==> src/hdl/spci_regs.svh <==
`ifndef SPCI_REGS_SVH
`define SPCI_REGS_SVH

// Register byte offsets
`define SPCI_OFS_CTRL 8'h00
`define SPCI_OFS_CFG 8'h04
`define SPCI_OFS_CMD_PPR 8'h08
`define SPCI_OFS_OUT_PPR 8'h0C
`define SPCI_OFS_TORQUE 8'h10
`define SPCI_OFS_DEV_THR 8'h14
`define SPCI_OFS_POL_OBJ 8'h18
`define SPCI_OFS_STATUS 8'h1C
`define SPCI_OFS_MASK 8'h20
`define SPCI_OFS_CMD_POS 8'h24
`define SPCI_OFS_ACTIVE 8'h28
`define SPCI_OFS_TLIM 8'h2C

// Field positions
`define SPCI_CTRL_APPLY 0
`define SPCI_ST_DEV 0
`define SPCI_ST_OVS 1
`define SPCI_TQ_OBJ_LSB 16

// Reset values
`define SPCI_RST_DIR_INV 1'h0
`define SPCI_RST_FIELD 2'h3
`define SPCI_RST_MODE 4'h9
`define SPCI_RST_CMD_PPR 24'h000000
`define SPCI_RST_OUT_PPR 16'h09C4
`define SPCI_RST_OUTB 1'h0
`define SPCI_RST_TORQUE1 10'h12C
`define SPCI_RST_TORQUE_OBJ 10'h1F4
`define SPCI_RST_DEV_THR 9'h01E

// Limits and codes
`define SPCI_TORQUE1_MAX 10'h1F4
`define SPCI_DEV_THR_MAX 9'h1F4
`define SPCI_CMD_PPR_MAX 24'h800000
`define SPCI_PPR_FALLBACK 24'h002710
`define SPCI_FB_CPR 24'h020000
`define SPCI_ACC_SAT 24'hF00000
`define SPCI_MODE_FIELDBUS 4'h9
`define SPCI_FMT_QUAD0 2'h0
`define SPCI_FMT_CW 2'h1
`define SPCI_FMT_QUAD2 2'h2
`define SPCI_FMT_PDIR 2'h3

// Timing: output edge rate ceiling
`define SPCI_CLK_HZ 10000000
`define SPCI_OUT_EDGE_MAX_HZ 1000000
`define SPCI_OUT_EDGE_GAP ((`SPCI_CLK_HZ + `SPCI_OUT_EDGE_MAX_HZ - 1) / `SPCI_OUT_EDGE_MAX_HZ)

`endif

==> src/hdl/spci_pkg.sv <==
package spci_pkg;

  typedef struct packed {
    logic dir_inv;
    logic [1:0] field;
    logic [3:0] mode;
    logic [23:0] cmd_ppr;
    logic [15:0] out_ppr;
    logic outb;
  } spci_cfg_type;

  typedef struct packed {
    logic [3:0] sync1;
    logic [3:0] sync2;
    logic [3:0] sync3;
    logic [3:0] filt;
    logic [31:0] cmd_pos;
    spci_cfg_type stg;
    spci_cfg_type act;
    logic pol_obj;
    logic [9:0] torque1;
    logic [9:0] torque_obj;
    logic [9:0] torque_eff;
    logic [8:0] dev_thr;
    logic [1:0] status;
    logic [1:0] mask;
    logic [23:0] enc_acc;
    logic [1:0] enc_cnt;
    logic enc_a;
    logic enc_b;
    logic [3:0] gap;
    logic probe1;
    logic probe2;
    logic [31:0] rdata;
    logic irq;
  } spci_state_type;

endpackage : spci_pkg

==> src/hdl/spci_top.sv <==
// Contract
// - Direction inversion 0 follows the command polarity and 1 turns the motor the other way.
// - The fieldbus polarity object acts only while direction inversion is 0.
// - Probe field 0 inverts both probes, 1 probe 2, 2 probe 1, 3 neither.
// - The shared field is probe polarity in control mode 9, else the pulse input format.
// - Format 0 or 2 is quadrature, 1 is CW/CCW trains, 3 is pulse plus direction.
// - Quadrature counts four per cycle and single-phase formats count one per pulse.
// - Emulated encoder counts per revolution are the output setting times four.
// - Output edge rate above 1MHz may raise the output overspeed alarm.
// - Output logic 0 leaves phase B as is and 1 inverts it.
// - Effective torque limit is the smaller of the first limit and the fieldbus maximum.
// - The first torque limit is a percent of rated current, at most 500, default 300.
// - Deviation beyond threshold times 0.1rev raises the excess deviation alarm.
//
// Chosen here: the plain strobed port and the placing of the registers.
`timescale 1ns/1ps
`include "spci_regs.svh"

module spci_top (
  // Clock and reset
  input wire logic mclk,
  input wire logic rst,
  // Register port
  input wire logic [7:0] reg_addr,
  input wire logic [31:0] reg_wdata,
  input wire logic reg_wr,
  input wire logic reg_rd,
  output logic [31:0] reg_rdata,
  output logic irq,
  // Command pulse and probe pins
  input wire logic cmd_a_pin,
  input wire logic cmd_b_pin,
  input wire logic probe1_pin,
  input wire logic probe2_pin,
  // Motor feedback, same clock
  input wire logic fb_step,
  input wire logic fb_dir,
  input wire logic [31:0] fb_pos,
  // Drive outputs
  output logic [31:0] cmd_pos,
  output logic [9:0] torque_limit_eff,
  output logic enc_a_out,
  output logic enc_b_out,
  output logic probe1_level,
  output logic probe2_level
);

  spci_pkg::spci_state_type s_ff;
  spci_pkg::spci_state_type nxt_s;
  logic [3:0] filt_nxt;
  logic step_en;
  logic step_neg;
  logic flip;
  logic [1:0] g_old;
  logic [1:0] g_new;
  logic [1:0] g_diff;
  logic a_rise;
  logic b_rise;
  logic enc_edge;
  logic ovs_evt;
  logic dev_evt;
  logic [31:0] dev;
  logic [31:0] dev_mag;
  logic [23:0] rev_counts;
  logic [39:0] dev_lhs;
  logic [39:0] dev_rhs;
  logic [23:0] acc_add;
  logic [1:0] st_evt;
  logic [1:0] st_clr;

  ////////////////////////////////////////////////////////////////////////////
  // Pin filter: a change counts once the second and third stages agree
  genvar gi;
  generate
    for (gi = 0; gi < 4; gi = gi + 1) begin : g_filt
      assign filt_nxt[gi] = (s_ff.sync2[gi] == s_ff.sync3[gi]) ? s_ff.sync3[gi] : s_ff.filt[gi];
    end
  endgenerate

  ////////////////////////////////////////////////////////////////////////////
  always_comb begin
    nxt_s = s_ff;
    nxt_s.sync1 = {probe2_pin, probe1_pin, cmd_b_pin, cmd_a_pin};
    nxt_s.sync2 = s_ff.sync1;
    nxt_s.sync3 = s_ff.sync2;
    nxt_s.filt = filt_nxt;

    a_rise = filt_nxt[0] & ~s_ff.filt[0];
    b_rise = filt_nxt[1] & ~s_ff.filt[1];
    g_old = {s_ff.filt[0], s_ff.filt[0] ^ s_ff.filt[1]};
    g_new = {filt_nxt[0], filt_nxt[0] ^ filt_nxt[1]};
    g_diff = g_new - g_old;
    step_en = 1'b0;
    step_neg = 1'b0;
    case (s_ff.act.field)
      `SPCI_FMT_QUAD0, `SPCI_FMT_QUAD2: begin
        // A skipped gray step is a glitch and is dropped
        step_en = (g_diff == 2'h1) || (g_diff == 2'h3);
        step_neg = (g_diff == 2'h3);
      end
      `SPCI_FMT_CW: begin
        // Coincident CW and CCW edges cancel
        step_en = a_rise ^ b_rise;
        step_neg = b_rise;
      end
      default: begin
        // direction level at the pulse edge
        step_en = a_rise;
        step_neg = filt_nxt[1];
      end
    endcase
    // no pulse input in fieldbus mode
    if (s_ff.act.mode == `SPCI_MODE_FIELDBUS) begin
      step_en = 1'b0;
    end
    flip = s_ff.act.dir_inv ? 1'b1 : s_ff.pol_obj;
    if (step_en) begin
      nxt_s.cmd_pos = (step_neg ^ flip) ? s_ff.cmd_pos - 32'h00000001
                                        : s_ff.cmd_pos + 32'h00000001;
    end

    // probe polarity, only in fieldbus mode
    if (s_ff.act.mode == `SPCI_MODE_FIELDBUS) begin
      nxt_s.probe1 = filt_nxt[2] ^ ((s_ff.act.field == 2'h0) || (s_ff.act.field == 2'h2));
      nxt_s.probe2 = filt_nxt[3] ^ ((s_ff.act.field == 2'h0) || (s_ff.act.field == 2'h1));
    end else begin
      nxt_s.probe1 = filt_nxt[2];
      nxt_s.probe2 = filt_nxt[3];
    end

    // rate accumulator: out_ppr*4 output edges per feedback revolution
    ovs_evt = 1'b0;
    acc_add = fb_step ? {6'h00, s_ff.act.out_ppr, 2'h0} : 24'h000000;
    if (s_ff.enc_acc >= `SPCI_ACC_SAT) begin
      // Backlog is running away; drop input rather than wrap
      acc_add = 24'h000000;
      ovs_evt = fb_step;
    end
    enc_edge = (s_ff.enc_acc >= `SPCI_FB_CPR);
    nxt_s.enc_acc = s_ff.enc_acc + acc_add - (enc_edge ? `SPCI_FB_CPR : 24'h000000);
    if (enc_edge) begin
      nxt_s.enc_cnt = fb_dir ? s_ff.enc_cnt - 2'h1 : s_ff.enc_cnt + 2'h1;
      nxt_s.gap = 4'h0;
      // edges closer than the 1MHz spacing; a spacing of exactly the limit is legal
      if (s_ff.gap < 4'(`SPCI_OUT_EDGE_GAP - 1)) begin
        ovs_evt = 1'b1;
      end
    end else if (s_ff.gap < 4'(`SPCI_OUT_EDGE_GAP)) begin
      nxt_s.gap = s_ff.gap + 4'h1;
    end
    nxt_s.enc_a = nxt_s.enc_cnt[1];
    nxt_s.enc_b = nxt_s.enc_cnt[1] ^ nxt_s.enc_cnt[0] ^ s_ff.act.outb;

    // deviation against threshold in tenths of a revolution
    dev = s_ff.cmd_pos - fb_pos;
    dev_mag = dev[31] ? (32'h00000000 - dev) : dev;
    rev_counts = (s_ff.act.cmd_ppr == 24'h000000) ? `SPCI_PPR_FALLBACK : s_ff.act.cmd_ppr;
    dev_lhs = 40'(dev_mag) * 40'h000000000A;
    dev_rhs = 40'(s_ff.dev_thr) * 40'(rev_counts);
    dev_evt = (dev_lhs > dev_rhs);

    nxt_s.torque_eff = (s_ff.torque1 < s_ff.torque_obj) ? s_ff.torque1 : s_ff.torque_obj;

    // Register writes
    st_clr = 2'h0;
    if (reg_wr) begin
      if (reg_addr == `SPCI_OFS_CTRL) begin
        if (reg_wdata[`SPCI_CTRL_APPLY]) begin
          nxt_s.act = s_ff.stg;
        end
      end else if (reg_addr == `SPCI_OFS_CFG) begin
        nxt_s.stg.dir_inv = reg_wdata[0];
        nxt_s.stg.field = reg_wdata[2:1];
        nxt_s.stg.mode = reg_wdata[6:3];
        nxt_s.stg.outb = reg_wdata[7];
      end else if (reg_addr == `SPCI_OFS_CMD_PPR) begin
        nxt_s.stg.cmd_ppr = (reg_wdata[31:0] > 32'(`SPCI_CMD_PPR_MAX)) ? `SPCI_CMD_PPR_MAX
                                                                       : reg_wdata[23:0];
      end else if (reg_addr == `SPCI_OFS_OUT_PPR) begin
        nxt_s.stg.out_ppr = reg_wdata[15:0];
      end else if (reg_addr == `SPCI_OFS_TORQUE) begin
        // first limit capped at 500 percent
        nxt_s.torque1 = (reg_wdata[15:0] > 16'(`SPCI_TORQUE1_MAX)) ? `SPCI_TORQUE1_MAX
                                                                 : reg_wdata[9:0];
        nxt_s.torque_obj = reg_wdata[`SPCI_TQ_OBJ_LSB +: 10];
      end else if (reg_addr == `SPCI_OFS_DEV_THR) begin
        nxt_s.dev_thr = (reg_wdata[15:0] > 16'(`SPCI_DEV_THR_MAX)) ? `SPCI_DEV_THR_MAX
                                                                 : reg_wdata[8:0];
      end else if (reg_addr == `SPCI_OFS_POL_OBJ) begin
        nxt_s.pol_obj = reg_wdata[0];
      end else if (reg_addr == `SPCI_OFS_STATUS) begin
        st_clr = reg_wdata[1:0];
      end else if (reg_addr == `SPCI_OFS_MASK) begin
        nxt_s.mask = reg_wdata[1:0];
      end
    end
    // Set wins over a same-cycle clear so no alarm is lost
    st_evt = 2'h0;
    st_evt[`SPCI_ST_DEV] = dev_evt;
    st_evt[`SPCI_ST_OVS] = ovs_evt;
    nxt_s.status = (s_ff.status & ~st_clr) | st_evt;
    nxt_s.irq = |(nxt_s.status & nxt_s.mask);

    // Register reads, data valid the next cycle only
    nxt_s.rdata = 32'h00000000;
    if (reg_rd) begin
      if (reg_addr == `SPCI_OFS_CFG) begin
        nxt_s.rdata = {24'h000000, s_ff.stg.outb, s_ff.stg.mode, s_ff.stg.field,
                       s_ff.stg.dir_inv};
      end else if (reg_addr == `SPCI_OFS_CMD_PPR) begin
        nxt_s.rdata = {8'h00, s_ff.stg.cmd_ppr};
      end else if (reg_addr == `SPCI_OFS_OUT_PPR) begin
        nxt_s.rdata = {16'h0000, s_ff.stg.out_ppr};
      end else if (reg_addr == `SPCI_OFS_TORQUE) begin
        nxt_s.rdata = {6'h00, s_ff.torque_obj, 6'h00, s_ff.torque1};
      end else if (reg_addr == `SPCI_OFS_DEV_THR) begin
        nxt_s.rdata = {23'h000000, s_ff.dev_thr};
      end else if (reg_addr == `SPCI_OFS_POL_OBJ) begin
        nxt_s.rdata = {31'h00000000, s_ff.pol_obj};
      end else if (reg_addr == `SPCI_OFS_STATUS) begin
        nxt_s.rdata = {30'h00000000, s_ff.status};
      end else if (reg_addr == `SPCI_OFS_MASK) begin
        nxt_s.rdata = {30'h00000000, s_ff.mask};
      end else if (reg_addr == `SPCI_OFS_CMD_POS) begin
        nxt_s.rdata = s_ff.cmd_pos;
      end else if (reg_addr == `SPCI_OFS_ACTIVE) begin
        nxt_s.rdata = {24'h000000, s_ff.act.outb, s_ff.act.mode, s_ff.act.field,
                       s_ff.act.dir_inv};
      end else if (reg_addr == `SPCI_OFS_TLIM) begin
        nxt_s.rdata = {22'h000000, s_ff.torque_eff};
      end
    end
  end

  ////////////////////////////////////////////////////////////////////////////
  always_ff @(posedge mclk or posedge rst) begin
    if (rst) begin
      s_ff <= '0;
      s_ff.stg.dir_inv <= `SPCI_RST_DIR_INV;
      s_ff.stg.field <= `SPCI_RST_FIELD;
      s_ff.stg.mode <= `SPCI_RST_MODE;
      s_ff.stg.cmd_ppr <= `SPCI_RST_CMD_PPR;
      s_ff.stg.out_ppr <= `SPCI_RST_OUT_PPR;
      s_ff.stg.outb <= `SPCI_RST_OUTB;
      s_ff.act.dir_inv <= `SPCI_RST_DIR_INV;
      s_ff.act.field <= `SPCI_RST_FIELD;
      s_ff.act.mode <= `SPCI_RST_MODE;
      s_ff.act.cmd_ppr <= `SPCI_RST_CMD_PPR;
      s_ff.act.out_ppr <= `SPCI_RST_OUT_PPR;
      s_ff.act.outb <= `SPCI_RST_OUTB;
      s_ff.torque1 <= `SPCI_RST_TORQUE1;
      s_ff.torque_obj <= `SPCI_RST_TORQUE_OBJ;
      s_ff.torque_eff <= `SPCI_RST_TORQUE1;
      s_ff.dev_thr <= `SPCI_RST_DEV_THR;
      s_ff.gap <= 4'(`SPCI_OUT_EDGE_GAP);
    end else begin
      s_ff <= nxt_s;
    end
  end

  assign reg_rdata = s_ff.rdata;
  assign irq = s_ff.irq;
  assign cmd_pos = s_ff.cmd_pos;
  assign torque_limit_eff = s_ff.torque_eff;
  assign enc_a_out = s_ff.enc_a;
  assign enc_b_out = s_ff.enc_b;
  assign probe1_level = s_ff.probe1;
  assign probe2_level = s_ff.probe2;
endmodule : spci_top

==> config.mk <==
export PLATFORM = sky130hd
export DESIGN_NAME = spci_top
export DESIGN_NICKNAME = d
export VERILOG_FILES = /design/src/hdl/spci_pkg.sv /design/src/hdl/spci_top.sv
export VERILOG_INCLUDE_DIRS = /design/src /design/src/hdl
export SDC_FILE = /design/constraint.sdc
export NUM_CORES = 1
export LEC_CHECK = 0
export BUFFER_PORTS_ARGS = -buffer_cell sky130_fd_sc_hd__buf_2
export CORE_MARGIN = 4
export CORE_UTILIZATION = 30
export DETAILED_ROUTE_END_ITERATION = 10
export PLACE_DENSITY = 0.49
export SYNTH_ARGS = -nofsm -noshare
export SYNTH_HDL_FRONTEND = slang
export SYNTH_SLANG_ARGS = --single-unit
==> constraint.sdc <==
create_clock -name mclk -period 17.9 [get_ports mclk]
set_input_delay 4.475 -clock mclk [delete_from_list [all_inputs] [get_ports mclk]]
set_output_delay 4.475 -clock mclk [all_outputs]
set_load 0.02 [all_outputs]
==> qor.csv <==
metric;value;unit
I/O Buffers;160;
Critical Path End;irq;
predominant post-synthesis flop cell;dfrtp_1;
CP Launch Type;input pin;
synth unique cells;81;
Vias;20000;
top post-synthesis cells by area;dfrtp_1 (21%), ha_1 (13%), fa_1 (13%), inv_1 (4.9%), nand2_1 (4.0%);
Mean Syn Cell Area;8.964;um^2
Sink Count;252;
Worst Clk Skew;23.92;ps
final worst path period share;66.47;%
Slew Limit Fails;0;
Syn Std Cell Area;25350;um^2
die area;89220;um^2
post-synth net total;3331;
CP peak stage delay;400;ps
number of I/O pins;161;
slew margin rel.;25.60;%
ys async rst share;100.0;%
first-pass GRT wire length;120500;um
CTS tree;done;
total core area;83690;um^2
EDFF count, synth;0;
Net count, final;3376;
Fill cells;8845;
largest buffer count on any clock path;3;
CP Max Fanout;19;
share of cells above drive strength 1;13.38;%
# resized after CTS;0;
CP Launch Point;fb_pos[8];
Worst setup EP type;flop;
hpwl dp;60920;um
total grt overflow;0;
sequential cell area;6354;um^2
DRC viols;0;
highest-delay cell along the critical path;o21ai_0;
critical path depth in cells;39;
post-synthesis sequential area ratio;25.06;%
top post-synthesis cells by count;inv_1 (331), nand2_1 (270), ha_1 (261);
status;finished clean;
Min-Delay Path Class;flop to flop;
H-tree depth;1;
worst r2r src;s_ff[146];
Synth warnings;0;
antenna violations before repair;6;
RSZ-0062 raised after global routing;false;
DRT antenna net count;0;
Rows;106;
Worst-path clk slew;80;ps
GR Util All Layers;16.97;%
CTS Hold Bufs;0;
crit path buf inv count;4;
largest net degree at the start of global routing;133;
Max Cap Viol;0;
Final GP Congestion;0.8940;
area of the multi-input gates;16880;um^2
Synth top area share;21.12;%
Fmax;0.08404;GHz
Worst-Margin Slew;1116;ps
Die W;298.7;um
final setup vio count;0;
Synth area leader;dfrtp_1;
drt wl/cell;18.93;um
Gate Count Post-Synth;2828;
crit path time final;11900;ps
Sum Neg Setup Slack;0;ps
Iter 0 DRT Violations;1269;
root buffer cell;clkbuf_16;
post-CTS setup buffer count;0;
Crit path max-delay family;compound AO/OA/AOI/OAI gates;
DRT Pass-1 Iters;5;
Die Y;298.7;um
CP arrival;12340;ps
Initial Utilization;30.29;%
Crit path required time;18340;ps
number of global-route vias before repair;20390;
CP Class;input pin to flop;
reg2reg end;irq;
Post-Route WL;76280;um
Yosys reg bits;252;
TritonCTS Buffers;26;
clock latency on the worst-skew pair;560;ps
Final Hold Violating Endpoints;0;
count leader, synth;inv_1;
r2r setup slk;9210;ps
cells on worst reg2reg path;35;
Vias/cell;4.964;
Syn-to-layout area delta;9.506;%
==> routing by layer <==
metal | up-vias | routed length (um) | GRT usage (%)
li1 | 9657 | - | -
met1 | 9823 | 35130 | 23.28
met2 | 441 | 35440 | 28.48
met3 | 78 | 3762 | 2.238
met4 | 0 | 1953 | 4.023
met5 | - | 0 | 0
==> flip-flops by register name, summed over array words and instances, names as in the netlist <==
signal,flops
enc_a_out,1
cmd_pos,32
g_old,1
probe2_level,1
enc_b_out,1
nxt_s,8
probe1_level,1
reg_rdata,32
s_ff,164
torque_limit_eff,10
irq,1
==> area by class of cell <==
class / instances / area share, %
timing repair buffer: 183 / 3.507
clock inverter: 14 / 0.6085
inverter: 331 / 4.503
clock buffer: 34 / 2.560
multi-input combinational: 2079 / 60.81
tap: 1134 / 5.111
sequential: 252 / 22.89
antenna: 2 / 0.01803
==> kinds of logic (layout without fill, tap and decap cells) <==
kind of cell,Yosys count,in the layout,share of synthesized area [%]
other,0,2,0
AO/OA/AOI/OAI,598,598,15.36
AND/OR/NAND/NOR,798,798,15.66
buffers and inverters,497,562,8.465
multiplexers,90,90,3.978
XOR/XNOR,168,168,5.804
flip-flops,252,252,25.06
adder cells (fa/ha/maj),425,425,25.67
==> placed cells by master, fill, tap and decap left out, types with 10 or more instances in the layout <==
master	instances
a211oi_1	16
a21o_1	80
a21oi_1	139
a222oi_1	16
a22o_1	26
a22oi_1	21
a31oi_1	20
and2_1	136
and3_1	22
buf_2	160
buf_4	23
clkbuf_16	26
dfrtp_1	214
dfstp_2	38
fa_1	160
ha_1	261
inv_1	330
mux2_2	86
nand2_1	269
nand2b_1	20
nand3_1	40
nand4_1	23
nor2_1	129
nor2b_1	32
nor3_1	45
nor4_1	20
o211ai_1	10
o21a_1	23
o21ai_0	153
o21bai_1	18
o31ai_1	12
or2_2	14
or3_1	13
xnor2_1	95
xor2_1	72
==> per-stage QoR <==
stage | cells | setup slack, ps | hold WS [ps] | area, um^2 | utilization, %
after floorplan | 2828 | 6162 | 331.2 | 25350 | -
after global placement | 3979 | 5623 | 333.8 | 26880 | 32.11
after detailed placement | 3979 | 5513 | 336.4 | 26880 | 32.11
after CTS | 4027 | 6047 | 348.9 | 27760 | 33.17
after global routing | 4028 | 5230 | 353.8 | 27760 | 33.17
final | 4029 | 6002 | 349.7 | 27760 | 33.17
==> how the worst min path moves through the flow <==
stage	start	endpoint	slack (ps)	cells past startpoint
after floorplan	nxt_s[247]	nxt_s[243]	330	0
after global placement	nxt_s[249]	nxt_s[245]	330	0
after detailed placement	nxt_s[248]	nxt_s[244]	340	0
after CTS	nxt_s[248]	nxt_s[244]	350	0
after global routing	nxt_s[248]	nxt_s[244]	350	0
final	nxt_s[248]	nxt_s[244]	350	0
Power is not shown: default switching activity piles up to over one toggle a cycle in this logic, so the estimate is an artifact.
